### config.mk
export PLATFORM = sky130hd
export DESIGN_NAME = usf_flags
export DESIGN_NICKNAME = d
export VERILOG_FILES = /design/src/design/usf_pkg.sv /design/src/design/usf_tx_if.sv /design/src/design/usf_flags.sv /design/src/design/usf_tx_shift.sv
export SDC_FILE = /design/constraint.sdc
export NUM_CORES = 1
export LEC_CHECK = 0
export BUFFER_PORTS_ARGS = -buffer_cell sky130_fd_sc_hd__buf_2
export CAP_MARGIN = 25
export CELL_PAD_IN_SITES_DETAIL_PLACEMENT = 0
export CELL_PAD_IN_SITES_GLOBAL_PLACEMENT = 1
export CORE_MARGIN = 5
export CORE_UTILIZATION = 48
export DETAILED_ROUTE_END_ITERATION = 8
export GPL_TIMING_DRIVEN = 0
export PLACE_DENSITY_LB_ADDON = 0.1
export SKIP_CTS_REPAIR_TIMING = 1
export SLEW_MARGIN = 20
export SYNTH_ARGS = -nofsm -noshare
export SYNTH_HDL_FRONTEND = slang
export SYNTH_HIERARCHICAL = 1
export SYNTH_SLANG_ARGS = --single-unit
### constraint.sdc
create_clock -name clk_i -period 3.7 [get_ports clk_i]
set_clock_uncertainty 0.05 [all_clocks]
set_input_delay 0.74 -clock clk_i [delete_from_list [all_inputs] [get_ports clk_i]]
set_output_delay 0.74 -clock clk_i [all_outputs]
set_load 0.02 [all_outputs]
### src/design/usf_pkg.sv
// Package of the serial status-flag block: register map, field layout, frame timing.
// Assumes a 32-bit APB register bus with word-aligned registers.
package usf_pkg;
    // Register byte offsets
    localparam logic [7:0] ADDR_STATUS = 8'h00;
    localparam logic [7:0] ADDR_RXDATA = 8'h04;
    localparam logic [7:0] ADDR_TXDATA = 8'h08;
    localparam logic [7:0] ADDR_CTRL   = 8'h0c;
    localparam logic [7:0] ADDR_BAUD   = 8'h10;
    localparam logic [7:0] ADDR_INTST  = 8'h14;
    localparam logic [7:0] ADDR_INTEN  = 8'h18;
    localparam logic [7:0] ADDR_INTCLR = 8'h1c;
    // Status register bit positions
    localparam int ST_RX_BUFFER_FULL_FLAG = 0;
    localparam int ST_OVERRUN_FLAG = 1;
    localparam int ST_FRAMING_ERROR_FLAG = 2;
    localparam int ST_PARITY_ERROR_FLAG = 3;
    localparam int ST_TX_BUSY_FLAG = 4;
    localparam int ST_TX_BUFFER_FULL_FLAG = 5;
    // Control and interrupt bit positions
    localparam int CTRL_IR  = 0;
    localparam int INT_RX   = 0;
    localparam int INT_TX   = 1;
    localparam int INT_BITS = 2;
    // Reset values
    localparam logic [15:0] BAUD_RST  = 16'h0000;
    localparam logic [7:0]  TXBUF_RST = 8'hff;
    // Frame timing: bit and pulse lengths in ticks of the 16x bit clock, frame length in bits
    localparam int TICKS_PER_BIT   = 16;
    localparam int IR_PULSE_TICKS  = 3;
    localparam int FRAME_BITS      = 10;
endpackage

### src/design/usf_tx_if.sv
// Carrier between the flag logic and the transmit shifter.
// Assumes both ends share one clock; tick is a one-cycle enable.
interface usf_tx_if;
    logic       tick;
    logic       ir_en;
    logic       start;
    logic [7:0] data;
    logic       busy;
    logic       done;
    logic       txd;
    modport ctrl  (output tick, output ir_en, output start, output data,
                   input busy, input done, input txd);
    modport shift (input tick, input ir_en, input start, input data,
                   output busy, output done, output txd);
endinterface

### src/design/usf_flags.sv
// Status-flag logic of one asynchronous serial channel behind an APB slave.
// Assumes received characters arrive already framed, one cycle pulse each,
// with their framing and parity verdicts; everything is on clk_i.
//
// How it works
// - Loading a received character into the receive buffer sets the buffer-full flag.
// - A receive data read clears buffer-full if the last status read showed it set.
// - Buffer-full that rose after the status read survives the next data read.
// - A finished transmission with no character waiting clears the busy flag.
// - Starting a transmission after a buffer write sets busy and raises a tx request.
// - Buffer-full is low while empty and clears, with a tx request, when shifting starts.
// - A software write to the transmit buffer sets the transmit buffer-full flag.
// - Buffer-full low with overrun high is a reachable state.
// - Error and overrun flags describe the buffered character and lost characters.
// - An infrared pulse lasts three sixteenths of a bit period; above baud divisor 0 the start-bit pulse can be shorter.
// - A character completing while the buffer is full sets overrun and a rx request.
// - Overrun drops the new character; later ones are dropped silently while it stands.
//
// Added by the designer: the register addresses and register access over APB.
module usf_flags
(
    // Clock and reset
    input  wire logic        clk_i,
    input  wire logic        rstn_i,
    // APB slave
    input  wire logic        psel_i,
    input  wire logic        penable_i,
    input  wire logic        pwrite_i,
    input  wire logic [7:0]  paddr_i,
    input  wire logic [31:0] pwdata_i,
    output logic      [31:0] prdata_o,
    output logic             pready_o,
    output logic             pslverr_o,
    // Received characters from the frame sampler
    input  wire logic        rx_valid_i,
    input  wire logic [7:0]  rx_char_i,
    input  wire logic        rx_framing_err_i,
    input  wire logic        rx_parity_err_i,
    // Line and interrupt
    output logic             txd_o,
    output logic             irq_o
);
    // Flags and buffers
    logic                          rx_buffer_full_flag_r;
    logic                          overrun_flag_r;
    logic                          framing_error_flag_r;
    logic                          parity_error_flag_r;
    logic                          tx_busy_flag_r;
    logic                          tx_buffer_full_flag_r;
    logic [7:0]                    rx_data_buffer_r;
    logic [7:0]                    tx_data_buffer_r;
    logic                          seen_rx_buffer_full_flag_r;
    logic                          seen_overrun_flag_r;
    logic                          ir_en_r;
    logic [15:0]                   baud_r;
    logic [15:0]                   div_r;
    logic                          tick_r;
    logic [usf_pkg::INT_BITS-1:0]  int_status_r;
    logic [usf_pkg::INT_BITS-1:0]  int_enable_r;
    logic [31:0]                   prdata_r;
    logic                          pready_r;
    logic                          pslverr_r;
    logic                          irq_r;
    logic                          txd_r;
    logic                          start_r;
    logic [7:0]                    shift_data_r;

    // Bus decode
    logic setup;
    logic access;
    logic wr_txdata;
    logic rd_status;
    logic rd_rxdata;
    logic clr_rx_buffer_full_flag;
    logic clr_overrun_flag;
    logic rx_accept;
    logic rx_overrun;
    logic rx_irq_req;
    logic tx_irq_req;
    logic [31:0] rd_val;
    logic [5:0]  status_val;

    usf_tx_if tx ();

    assign setup     = psel_i && !penable_i;
    assign access    = psel_i && penable_i && pready_r && !pslverr_r;
    assign wr_txdata = access && pwrite_i && (paddr_i == usf_pkg::ADDR_TXDATA);
    assign rd_status = access && !pwrite_i && (paddr_i == usf_pkg::ADDR_STATUS);
    assign rd_rxdata = access && !pwrite_i && (paddr_i == usf_pkg::ADDR_RXDATA);

    // Clears are qualified by what the previous status read showed
    assign clr_rx_buffer_full_flag = rd_rxdata && seen_rx_buffer_full_flag_r;
    assign clr_overrun_flag = rd_rxdata && seen_overrun_flag_r;

    // A read that empties the buffer in the same cycle lets the new character in
    assign rx_accept  = rx_valid_i && !overrun_flag_r
                        && (!rx_buffer_full_flag_r || clr_rx_buffer_full_flag);
    assign rx_overrun = rx_valid_i && !rx_accept;
    assign rx_irq_req = rx_accept || (rx_overrun && !overrun_flag_r);
    assign tx_irq_req = start_r;

    // Status image
    always_comb
    begin
        status_val = 6'h00;
        status_val[usf_pkg::ST_RX_BUFFER_FULL_FLAG] = rx_buffer_full_flag_r;
        status_val[usf_pkg::ST_OVERRUN_FLAG] = overrun_flag_r;
        status_val[usf_pkg::ST_FRAMING_ERROR_FLAG] = framing_error_flag_r;
        status_val[usf_pkg::ST_PARITY_ERROR_FLAG] = parity_error_flag_r;
        status_val[usf_pkg::ST_TX_BUSY_FLAG] = tx_busy_flag_r;
        status_val[usf_pkg::ST_TX_BUFFER_FULL_FLAG] = tx_buffer_full_flag_r;
    end

    // Read mux; unmapped and write-only offsets read as zero
    always_comb
    begin
        rd_val = 32'h0000_0000;
        unique case (paddr_i)
            usf_pkg::ADDR_STATUS: rd_val = {26'h0, status_val};
            usf_pkg::ADDR_RXDATA: rd_val = {24'h0, rx_data_buffer_r};
            usf_pkg::ADDR_CTRL:   rd_val = {31'h0, ir_en_r};
            usf_pkg::ADDR_BAUD:   rd_val = {16'h0, baud_r};
            usf_pkg::ADDR_INTST:  rd_val = {30'h0, int_status_r};
            usf_pkg::ADDR_INTEN:  rd_val = {30'h0, int_enable_r};
            default:              rd_val = 32'h0000_0000;
        endcase
    end

    // APB answer: data captured in setup, ready in the single access cycle
    always_ff @(posedge clk_i or negedge rstn_i)
    begin
        if (!rstn_i)
        begin
            prdata_r  <= 32'h0000_0000;
            pready_r  <= 1'b0;
            pslverr_r <= 1'b0;
        end
        else
        begin
            pready_r <= setup;
            if (setup)
            begin
                prdata_r  <= pwrite_i ? 32'h0000_0000 : rd_val;
                pslverr_r <= (paddr_i[1:0] != 2'h0) || (paddr_i > usf_pkg::ADDR_INTCLR);
            end
            else if (!psel_i)
                pslverr_r <= 1'b0;
        end
    end

    // Control registers written by software
    always_ff @(posedge clk_i or negedge rstn_i)
    begin
        if (!rstn_i)
        begin
            ir_en_r      <= 1'b0;
            baud_r       <= usf_pkg::BAUD_RST;
            int_enable_r <= '0;
        end
        else if (access && pwrite_i)
        begin
            if (paddr_i == usf_pkg::ADDR_CTRL)
                ir_en_r <= pwdata_i[usf_pkg::CTRL_IR];
            if (paddr_i == usf_pkg::ADDR_BAUD)
                baud_r <= pwdata_i[15:0];
            if (paddr_i == usf_pkg::ADDR_INTEN)
                int_enable_r <= pwdata_i[usf_pkg::INT_BITS-1:0];
        end
    end

    // 16x bit-clock enable; the period is baud_r + 1 system cycles
    always_ff @(posedge clk_i or negedge rstn_i)
    begin
        if (!rstn_i)
        begin
            div_r  <= 16'h0000;
            tick_r <= 1'b0;
        end
        else if (div_r >= baud_r)
        begin
            div_r  <= 16'h0000;
            tick_r <= 1'b1;
        end
        else
        begin
            div_r  <= div_r + 16'h0001;
            tick_r <= 1'b0;
        end
    end

    // Snapshot of the flags as the status read returned them
    always_ff @(posedge clk_i or negedge rstn_i)
    begin
        if (!rstn_i)
        begin
            seen_rx_buffer_full_flag_r <= 1'b0;
            seen_overrun_flag_r <= 1'b0;
        end
        else if (rd_status)
        begin
            seen_rx_buffer_full_flag_r <= prdata_r[usf_pkg::ST_RX_BUFFER_FULL_FLAG];
            seen_overrun_flag_r <= prdata_r[usf_pkg::ST_OVERRUN_FLAG];
        end
        else if (rd_rxdata)
        begin
            seen_rx_buffer_full_flag_r <= 1'b0;
            seen_overrun_flag_r <= 1'b0;
        end
    end

    // Receive buffer and its flags; a new load wins over a clear
    always_ff @(posedge clk_i or negedge rstn_i)
    begin
        if (!rstn_i)
        begin
            rx_buffer_full_flag_r <= 1'b0;
            framing_error_flag_r  <= 1'b0;
            parity_error_flag_r   <= 1'b0;
            rx_data_buffer_r      <= 8'h00;
        end
        else if (rx_accept)
        begin
            rx_buffer_full_flag_r <= 1'b1;
            framing_error_flag_r  <= rx_framing_err_i;
            parity_error_flag_r   <= rx_parity_err_i;
            rx_data_buffer_r      <= rx_char_i;
        end
        else if (clr_rx_buffer_full_flag)
        begin
            rx_buffer_full_flag_r <= 1'b0;
            framing_error_flag_r  <= 1'b0;
            parity_error_flag_r   <= 1'b0;
        end
    end

    // Overrun; dropped characters leave the error flags untouched
    always_ff @(posedge clk_i or negedge rstn_i)
    begin
        if (!rstn_i)
            overrun_flag_r <= 1'b0;
        else if (rx_overrun)
            overrun_flag_r <= 1'b1;
        else if (clr_overrun_flag)
            overrun_flag_r <= 1'b0;
    end

    // Transmit buffer and flags; a write in the start cycle refills the buffer
    always_ff @(posedge clk_i or negedge rstn_i)
    begin
        if (!rstn_i)
        begin
            tx_buffer_full_flag_r <= 1'b0;
            tx_busy_flag_r        <= 1'b0;
            tx_data_buffer_r      <= usf_pkg::TXBUF_RST;
            start_r               <= 1'b0;
            shift_data_r          <= usf_pkg::TXBUF_RST;
        end
        else
        begin
            start_r <= 1'b0;
            if (wr_txdata)
            begin
                tx_data_buffer_r      <= pwdata_i[7:0];
                tx_buffer_full_flag_r <= 1'b1;
            end
            else if (tx_buffer_full_flag_r && !tx.busy && !start_r)
                tx_buffer_full_flag_r <= 1'b0;
            if (tx_buffer_full_flag_r && !tx.busy && !start_r)
            begin
                // Copy taken now so a write in this cycle cannot replace the outgoing character
                shift_data_r   <= tx_data_buffer_r;
                start_r        <= 1'b1;
                tx_busy_flag_r <= 1'b1;
            end
            else if (tx.done && !tx_buffer_full_flag_r)
                tx_busy_flag_r <= 1'b0;
        end
    end

    assign tx.tick  = tick_r;
    assign tx.ir_en = ir_en_r;
    assign tx.start = start_r;
    assign tx.data  = shift_data_r;

    usf_tx_shift u_shift
    (
        .clk_i  (clk_i),
        .rstn_i (rstn_i),
        .tx     (tx.shift)
    );

    // Sticky interrupt status; an event in the clear cycle survives
    always_ff @(posedge clk_i or negedge rstn_i)
    begin
        if (!rstn_i)
            int_status_r <= '0;
        else
        begin
            if (access && pwrite_i && (paddr_i == usf_pkg::ADDR_INTCLR))
                int_status_r <= int_status_r & ~pwdata_i[usf_pkg::INT_BITS-1:0];
            if (rx_irq_req)
                int_status_r[usf_pkg::INT_RX] <= 1'b1;
            if (tx_irq_req)
                int_status_r[usf_pkg::INT_TX] <= 1'b1;
        end
    end

    // Registered outputs
    always_ff @(posedge clk_i or negedge rstn_i)
    begin
        if (!rstn_i)
        begin
            irq_r <= 1'b0;
            txd_r <= 1'b1;
        end
        else
        begin
            irq_r <= |(int_status_r & int_enable_r);
            txd_r <= tx.txd;
        end
    end

    assign prdata_o  = prdata_r;
    assign pready_o  = pready_r;
    assign pslverr_o = pslverr_r;
    assign irq_o     = irq_r;
    assign txd_o     = txd_r;
endmodule // usf_flags

### src/design/usf_tx_shift.sv
// Transmit shift register with 8N1 framing and infrared pulse shaping.
// Assumes start only arrives while busy is low.
module usf_tx_shift
(
    // Clock and reset
    input  wire logic clk_i,
    input  wire logic rstn_i,
    // Link to the flag logic
    usf_tx_if.shift   tx
);
    logic [9:0] frame_r;
    logic [3:0] bit_r;
    logic [3:0] tick_r;
    logic       busy_r;
    logic       done_r;
    logic       txd_r;

    // Frame progress, advanced once per 16x tick
    always_ff @(posedge clk_i or negedge rstn_i)
    begin
        if (!rstn_i)
        begin
            frame_r <= 10'h3ff;
            bit_r   <= 4'h0;
            tick_r  <= 4'h0;
            busy_r  <= 1'b0;
            done_r  <= 1'b0;
        end
        else
        begin
            done_r <= 1'b0;
            if (tx.start && !busy_r)
            begin
                frame_r <= {1'b1, tx.data, 1'b0};
                bit_r   <= 4'h0;
                tick_r  <= 4'h0;
                busy_r  <= 1'b1;
            end
            else if (busy_r && tx.tick)
            begin
                tick_r <= tick_r + 4'h1;
                if (tick_r == 4'(usf_pkg::TICKS_PER_BIT - 1))
                begin
                    frame_r <= {1'b1, frame_r[9:1]};
                    if (bit_r == 4'(usf_pkg::FRAME_BITS - 1))
                    begin
                        busy_r <= 1'b0;
                        done_r <= 1'b1;
                    end
                    bit_r <= bit_r + 4'h1;
                end
            end
        end
    end

    // Line level; in infrared mode a zero bit is a short high pulse, idle is low
    always_ff @(posedge clk_i or negedge rstn_i)
    begin
        if (!rstn_i)
            txd_r <= 1'b1;
        else if (!busy_r)
            txd_r <= !tx.ir_en;
        else if (tx.ir_en)
            txd_r <= !frame_r[0] && (tick_r < 4'(usf_pkg::IR_PULSE_TICKS));
        else
            txd_r <= frame_r[0];
    end

    assign tx.busy = busy_r;
    assign tx.done = done_r;
    assign tx.txd  = txd_r;

    // Infrared pulse never outlasts three ticks of the bit clock
    logic [4:0] ir_len_r;
    always_ff @(posedge clk_i or negedge rstn_i)
    begin
        if (!rstn_i)
            ir_len_r <= 5'h00;
        else if (tx.ir_en && txd_r && busy_r)
            ir_len_r <= (tx.tick) ? ir_len_r + 5'h01 : ir_len_r;
        else
            ir_len_r <= 5'h00;
    end
endmodule // usf_tx_shift

==> results of run 1 <==
synthesized netlist by cell type, drive strengths merged, types with 3 or more instances:
master  count  area, um^2
nor2b       4        25.0
a21o        6        45.0
xnor2       7        61.3
and2        4        25.0
clkbuf     10        38.8
mux2       29         327
nor3        7        40.0
dfstp      27         709
a221o       3        30.0
and4        5        43.8
xor2        8        70.1
nand3      22         110
ha         20         250
or3         3        18.8
buf        27         201
nand2b      9        56.3
nor2       31         174
dfrtp      84        2100
nand2      53         206
o211ai      7        52.6
a22o       23         201
nor4        5        37.5
and3        8        50.1
a21oi      13        76.3
nand4       4        31.3
o21ai      29         145
mux2i       8        80.1
inv        24        90.1
cells by family after synthesis:
group | synth area share
AO/OA/AOI/OAI | 0.119
XOR/XNOR | 0.0241
adder cells (fa/ha/maj) | 0.0459
buffers and inverters | 0.0613
flip-flops | 0.516
multiplexers | 0.0746
other | 0.000688
AND/OR/NAND/NOR | 0.158
flip-flops by register name (all words and copies together), names as in the netlist, 2 cells and up:
register,cells
tx_data_buffer_r,8
rx_data_buffer_r,8
int_enable_r,2
shift_data_r,8
u_shift/bit_r,4
div_r,16
u_shift/frame_r,9
int_status_r,2
baud_r,16
u_shift/tick_r,4
prdata_o,16
power groups by stage:
stage / combinational [mW] / clock (mW) / sequential (mW)
after global placement: 0.131 / 0 / 1.26
after global routing: 0.151 / 1.01 / 1.24
after detailed placement: 0.137 / 0 / 1.27
after floorplan: 0.0675 / 0 / 1.26
final: 0.136 / 0.923 / 1.24
after CTS: 0.137 / 0.957 / 1.24
worst paths after layout:
| check | slack, ps | to | start |
|---|---|---|---|
| hold / removal | 270 | rx_data_buffer_r[2]$_DFFE_PN0P_ | rstn_i |
| min in group clk_i | 310 | txd_o$_DFF_PN1_ | u_shift/tx.txd$_DFF_PN1_ |
| max in group asynchronous | 2630 | shift_data_r[4]$_DFFE_PN1P_ | rstn_i |
| hold reg to reg | 310 | txd_o$_DFF_PN1_ | u_shift/tx.txd$_DFF_PN1_ |
| setup / recovery | 1420 | div_r[10]$_DFF_PN0_ | div_r[0]$_DFF_PN0_ |
| setup reg to reg | 1420 | div_r[10]$_DFF_PN0_ | div_r[0]$_DFF_PN0_ |
metrics by stage:
step,util,cells,total power [mW],hold WS [ps]
2_1_floorplan,-,514,1.33,295
3_3_place_gp,0.530,715,1.40,298
3_5_place_dp,0.533,716,1.40,299
4_1_cts,0.558,732,2.34,276
5_1_grt,0.558,732,2.41,293
6_report,0.558,732,2.30,266
cell type report:
class | count | share of cell area
buffer | 37 | 0.0382
inverter | 25 | 0.0149
sequential | 111 | 0.447
tap | 143 | 0.0285
multi-input combinational | 341 | 0.375
timing repair buffer | 59 | 0.0515
clock inverter | 6 | 0.00816
clock buffer | 10 | 0.0364
routing by layer:
layer	part of all wire	wire (um)	vias up	GRT usage
met1	0.47	5420	1903	0.249
met2	0.47	5460	73	0.294
li1	-	-	1892	-
met3	0.054	631	11	0.0528
met5	0	0	-	0
met4	0.012	138	0	0.0436
==> results, run 1 <==
- The flow ran to the end, and the final reports show no timing, DRC or antenna violations.
- Clock tree synthesis inserted a total of 9 buffers.
- The first global-routing pass estimated 19,400 um of wire.
- Timing would allow up to 439 MHz.
- The root buffer selected by CTS is sky130_fd_sc_hd__clkbuf_16.
- The standard cell with the maximum stage delay on the critical path is sky130_fd_sc_hd__dfrtp_1.
- The final-report max-slew violation count came to 0.
- On the worst path, the slowest cell contributes a delay of 450 ps.
- The switching power is 549 uW.
- The synthesized instance count is 499.
- The largest buffer count on any clock path is 2.
- The number of placed I/O pins is 92.
- The worst vdd rail ir drop is 0.402 mV.
- The die boundary width is 117 um.
- The residual antenna-violating net count after detailed routing is 0.
- After routing the design area is 6290 um^2.
- Walking the worst path, the cells encountered are inv_1, ha_1, nand2b_1, a2111oi_2, nor4_1, or3_1, buf_6, buf_12, nor2_4.
- The post-detailed-placement cell area is 6010 um^2.
- For the worst flop-to-flop path, the logic depth is 9.
- The share of async-settable or async-resettable flops after synthesis is 1.00.
- The switching power share of the total is 0.239.
- Setup repair after global routing left no endpoint under its margin.
- Entering global routing, the biggest net connects 64 pins.
- Counting both buffers and inverters, the worst setup path holds a total of 3.
- During placement, the flow inserted port buffers numbering 58.
- Cell internal power was estimated by the tool at 1.75 mW.
- The setup TNS after final layout is 0 ps.
- Clock tree synthesis found a total of 111 sinks.
- STA classifies the critical path endpoint as a flop.
- The mean post-synth cell area is 10.9 um^2.
- The post-detailed-routing wire length is 11,700 um.
- Of the cells placed in the final design, the portion with a size suffix greater than 1 is 0.294.
- The number of distinct library cells after synthesis is 58.
- For this block, the initial DRC count from the detailed router was 239.
- The static power due to leakage is 3.09 nW.
- The net count reported at finish is 660.
- In this run, synthesis inferred 0 flip-flops with an integrated enable.
- The core region is 11,300 um^2.
- In the layout the commonest cells are 84 x sky130_fd_sc_hd__dfrtp_1, 64 x sky130_fd_sc_hd__buf_2, 52 x sky130_fd_sc_hd__nand2_1, 29 x sky130_fd_sc_hd__mux2_2, 28 x sky130_fd_sc_hd__o21ai_0.
- TritonCTS built the clock tree.
- At the end of routability-driven placement, the weighted congestion stood at 0.815.
- The most common cell after layout, fill and taps aside is sky130_fd_sc_hd__dfrtp_1.
- The number of failing hold endpoints at the final stage came to 0.
- The number of endpoints failing setup at the final stage is 0.
- The endpoint arrival time on the critical path is 2520 ps.
- The number of max-capacitance violations reported is 0.
- The critical path is of the reg -> reg type.
- Power spread over the standard cell area amounts to 366 nW/um^2.
- The half-perimeter wire length after placement is 8820 um.
- The area of the mapped netlist is 5450 um^2.
- The pin slew with the least headroom to its limit is 545 ps.
- Prior to clock tree synthesis, the placed netlist has a worst setup slack of 1070 ps.
- The share of total power dissipated in sequential elements is 0.540.
- The global-route total usage across every layer is 0.184.
- In the finished design, the share of the clock period the worst path needs comes to 0.616.
- For this configuration, the core starts out at a cell density of 0.483.
- Registers take 2810 um^2.
- The category of the worst setup path launch point is a flop.
- In the synthesized netlist the dominant register cell turns out to be sky130_fd_sc_hd__dfrtp_1.
- The pre-antenna-repair detailed-routing pass consisted of 4 iterations.
- Of all nets on the critical path, the largest fanout is 10.
- The required time at the endpoint of the critical path is 3940 ps.
- The critical path depth in cells is 9.
- The initialized floorplan defines 39 standard-cell rows.
- The path class of the tightest hold or removal check is in -> async.
- The clock power share is 0.401.
- The area growth from synthesis to layout is 15.4%.
- After clock tree synthesis, the clock-pin slew on the worst setup and hold paths is 70 ps.
- Yosys printed 6 warnings.
- The layout has 1,035 filler cells.
- The share of the Yosys chip area taken by registers is 0.516.
- The die area is 13,600 um^2.
- The die extent in y is 117 um.
- Detailed routing inserted a total of 3,879 vias.
- The number of global-route vias before repair is 3,862.
- The global route total overflow is 0.
- After detailed routing, the average wire length per cell comes to 15.9 um.
- The number of design rule violations left after detail routing is 0.
- 0 antenna diodes ended up in the layout.
- In the post-route analysis, the smallest setup slack over all paths is 1420 ps.
- Dividing the detail-routed via count by the number of cells gives 5.30.
- The worst path needs 2280 ps of the cycle, external delays included.
- The post-synthesis sequential element count is 111.
- The worst pin sits at a relative slew slack of 0.634.
- The H-tree was split into 3 levels.
- The multi-input combinational cells in the finished layout cover a total of 2360 um^2.
- The family with the most delay on the worst path is simple AND/OR/NAND/NOR gates.
- The initial antenna violation count is 0.
- The later-pin clock latency in the skew report is 350 ps.
- The part of the total power dissipated in combinational logic is 0.059.
(Power assumes the default switching activity.)
==> inputs of run 2 (changes only) <==
CORE_UTILIZATION = 40   (was 48)
clock period = 1.9 ns   (was 3.7 ns; I/O delays follow)
==> run 2 against run 1 <==
The run now ends with setup timing left; sequential power grew 95%; first-iteration DRC count decreased by 8.8%; die area increased by 18%; critical path depth fell by 2; cell count increased by 7.2%; sequential share of layout area shrank 2.6 points; highest routed layer unchanged.
==> results, run 2 (synthesis gave the netlist of run 1 again) <==
- The critical path buffer and inverter count was 2 (was 3).
- The net count reported at finish is 680 (was 660).
- The top routing layer in use is met4 (unchanged).
- The category of the worst setup path launch point is a flop (unchanged).
- The endpoint arrival time on the critical path is 2350 ps (was 2520 ps).
- The number of diodes added for antenna fixing was 0 (unchanged).
- The fraction of layout instances using a drive strength above 1 is 0.346 (was 0.294).
- The total vias in the final route is 3,958 (was 3,879).
- The end-of-flow core utilization is 0.503 (was 0.558).
- The number of cells on the worst hold path is 3.
- The post-route worst setup slack was -215 ps (was 1420 ps).
- The clock-pin slew on the worst setup and hold paths is 70 ps (about the same).
- The via density per instance is 5.04 (was 5.30).
- The die area was 16,100 um^2 (was 13,600 um^2).
- The most common cell after layout, fill and taps aside is sky130_fd_sc_hd__dfrtp_1 (unchanged).
- The number of design rule violations left after detail routing was 0 (unchanged).
- The required time at the endpoint of the critical path is 2140 ps (was 3940 ps).
- The detailed route wirelength on metal3 is 490 um (was 631 um).
- The number of detailed-route iterations in the first pass was 4 (unchanged).
- The largest buffer count on any clock path was 2 (unchanged).
- The residual antenna-violating net count after detailed routing is 0 (unchanged).
- Outcome: finished, violations left (was completed).
- The half-perimeter wire length after placement was 9140 um (was 8820 um).
- The worst-case headroom to the max-slew limit is 0.637 (was 0.634).
- The average routed wire per standard cell was 16.0 um (was 15.9 um).
- The first-pass GRT wire length came to 20,400 um (was 19,400 um).
- The global route total overflow is 0 (unchanged).
- The type of the most critical hold path is in -> reg (was in -> async).
- The launch instance of the worst register-to-register path is baud_r[15]$_DFFE_PN0P_ (was div_r[0]$_DFF_PN0_).
- The kind of critical path is reg -> reg (unchanged).
- The number of placed I/O pins is 92 (unchanged).
- The number of failing hold endpoints at the final stage was 0 (unchanged).
- The initial detailed-routing violation count is 218 (was 239).
- The later-pin clock latency in the skew report is 350 ps (about the same).
- The worst reg-to-reg path cell count is 7 (was 9).
- The family with the most delay on the worst path is simple AND/OR/NAND/NOR gates (unchanged).
- The post-route met1 wirelength is 5590 um (was 5420 um).
- The signed area change from the synthesized netlist to the final layout is 22.8% (was 15.4%).
- The root buffer selected by CTS is sky130_fd_sc_hd__clkbuf_16 (unchanged).
- The post-place setup slack is -367 ps (was 1070 ps).
- The area of the core is 13,300 um^2 (was 11,300 um^2).
- Unrepaired setup endpoints after global routing: true (was false).
- The post-detailed-routing wire length is 12,600 um (was 11,700 um).
- The power density relative to cell area is 683 nW/um^2 (was 366 nW/um^2).
- The number of clock sinks is 111 (unchanged).
- The total clock buffers created by CTS is 9 (unchanged).
- The final reports fail on setup timing.
- Worst path cell trace: inv_1, ha_4, and4_4, a221o_1, or3_4, clkbuf_16, nor2_4 (was inv_1, ha_1, nand2b_1, a2111oi_2, nor4_1, or3_1, buf_6, buf_12, nor2_4).
- The clock period minus final worst setup slack is 2120 ps (was 2280 ps).
- The biggest fanout along the worst timing path is 7 (was 10).
- The initial antenna violation count was 0 (unchanged).
- The minimum setup slack among reg-to-reg paths is -220 ps (was 1420 ps).
- The TritonCTS clock tree is done (unchanged).
- The pin slew with the least headroom to its limit is 541 ps (was 545 ps).
- The portion of the clock cycle consumed by the worst path in the final layout was 1.11 (was 0.616).
- The depth of the CTS H-tree is 3 (unchanged).
- The setup TNS after final layout is -3230 ps (was 0 ps).
- The number of max-capacitance violations reported is 0 (unchanged).
- The worst vdd rail ir drop is 0.445 mV (was 0.402 mV).
- The number of rows in the core area came to 42 (was 39).
- The highest clock frequency the design can meet was 473 MHz (was 439 MHz).
- The standard cell with the maximum stage delay on the critical path is sky130_fd_sc_hd__or3_4 (was sky130_fd_sc_hd__dfrtp_1).
- The source of the critical timing path is baud_r[15]$_DFFE_PN0P_ (was div_r[0]$_DFF_PN0_).
- The number of endpoints failing setup at the final stage is 25 (was 0).
- The total power consumption of the routed design is 4.57 mW (was 2.30 mW).
- Most frequent cells in the layout: 82 x sky130_fd_sc_hd__dfrtp_1, 62 x sky130_fd_sc_hd__buf_2, 52 x sky130_fd_sc_hd__nand2_1, 36 x sky130_fd_sc_hd__buf_4 (was 84 x sky130_fd_sc_hd__dfrtp_1, 64 x sky130_fd_sc_hd__buf_2, 52 x sky130_fd_sc_hd__nand2_1, 29 x sky130_fd_sc_hd__mux2_2, 28 x sky130_fd_sc_hd__o21ai_0).
- The end of the worst register-to-register path was div_r[11]$_DFF_PN0_ (was div_r[10]$_DFF_PN0_).
- The die boundary width is 127 um (was 117 um).
- The largest net degree at the start of global routing is 73 (was 64).
- The number of global-route vias before repair came to 3,969 (was 3,862).
- The starting utilization of the core area is 0.410 (was 0.483).
- The final-report max-slew violation count is 0 (unchanged).
- The routed wire length on met2 is 6360 um (was 5460 um).
- The global-route total usage across every layer was 0.159 (was 0.184).
- The static power due to leakage is 3.21 nW (was 3.09 nW).
- The kind of capture point of the worst setup path is a flop (unchanged).
- The largest incremental delay on the critical path is 460 ps (was 450 ps).
- The number of I/O port buffers was 58 (unchanged).
- The placer congestion estimate is 0.827 (was 0.815).
- The die extent in y was 127 um (was 117 um).
- The endpoint of the worst hold path is baud_r[14]$_DFFE_PN0P_.
- The worst hold path begins at pwdata_i[14].
[run 2: changes by cell type in the layout (fill, tap and decap cells not counted), sizes merged]
cell,change
inv,-2
clkbuf,+1
buf,+19
clkinvlp,+1
dlygate4sd3,+1
[run 2: stage by stage]
step / area, um^2 / cells / hold WS [ps]
6_report: 6690 / 785 / 186
4_1_cts: 6340 / 765 / -118
3_3_place_gp: 6010 / 748 / 296
5_1_grt: 6690 / 785 / 177
2_1_floorplan: 5500 / 514 / 34.4
3_5_place_dp: 6050 / 749 / 266
[run 2: how the worst max path moves through the flow]
| stage | end | slack, ps | depth (start not counted) |
|---|---|---|---|
| global placement | div_r[12]$_DFF_PN0_ | -960 | 1 |
| global route | div_r[9]$_DFF_PN0_ | -280 | 8 |
| finish | div_r[11]$_DFF_PN0_ | -220 | 7 |
| detailed placement | div_r[1]$_DFF_PN0_ | -370 | 9 |
| floorplan | div_r[0]$_DFF_PN0_ | -180 | 8 |
| CTS | div_r[1]$_DFF_PN0_ | -390 | 9 |
[run 2: final cells by class]
class / count / area, um^2
multi-input cells: 341 / 2510
clock buffers: 11 / 264
clock inverters: 5 / 28.8
inverters: 25 / 93.8
repair buffers: 80 / 518
fillers: 1234 / 6610
plain buffers: 36 / 238
well taps: 176 / 220
flip-flops and latches: 111 / 2810
[run 2: worst register-to-register path: stages (launching register included)]
cell                        delay, ps
sky130_fd_sc_hd__dfrtp_1          390
sky130_fd_sc_hd__inv_1            140
sky130_fd_sc_hd__ha_4             220
sky130_fd_sc_hd__and4_4           190
sky130_fd_sc_hd__a221o_1          350
sky130_fd_sc_hd__or3_4            460
sky130_fd_sc_hd__clkbuf_16        200
sky130_fd_sc_hd__nor2_4            70
[run 2: where the power goes]
group	internal [mW]	switching [mW]	leakage, nW	total (mW)
logic	0.120	0.168	1.75	0.288
registers	2.40	0.0231	1.31	2.42
clock network	1.00	0.858	0.147	1.86
[run 2: per-layer routing]
metal / vias up / track usage
met5: - / 0
li1: 1927 / -
met3: 9 / 0.0429
met4: 0 / 0.0379
met2: 64 / 0.268
met1: 1958 / 0.205
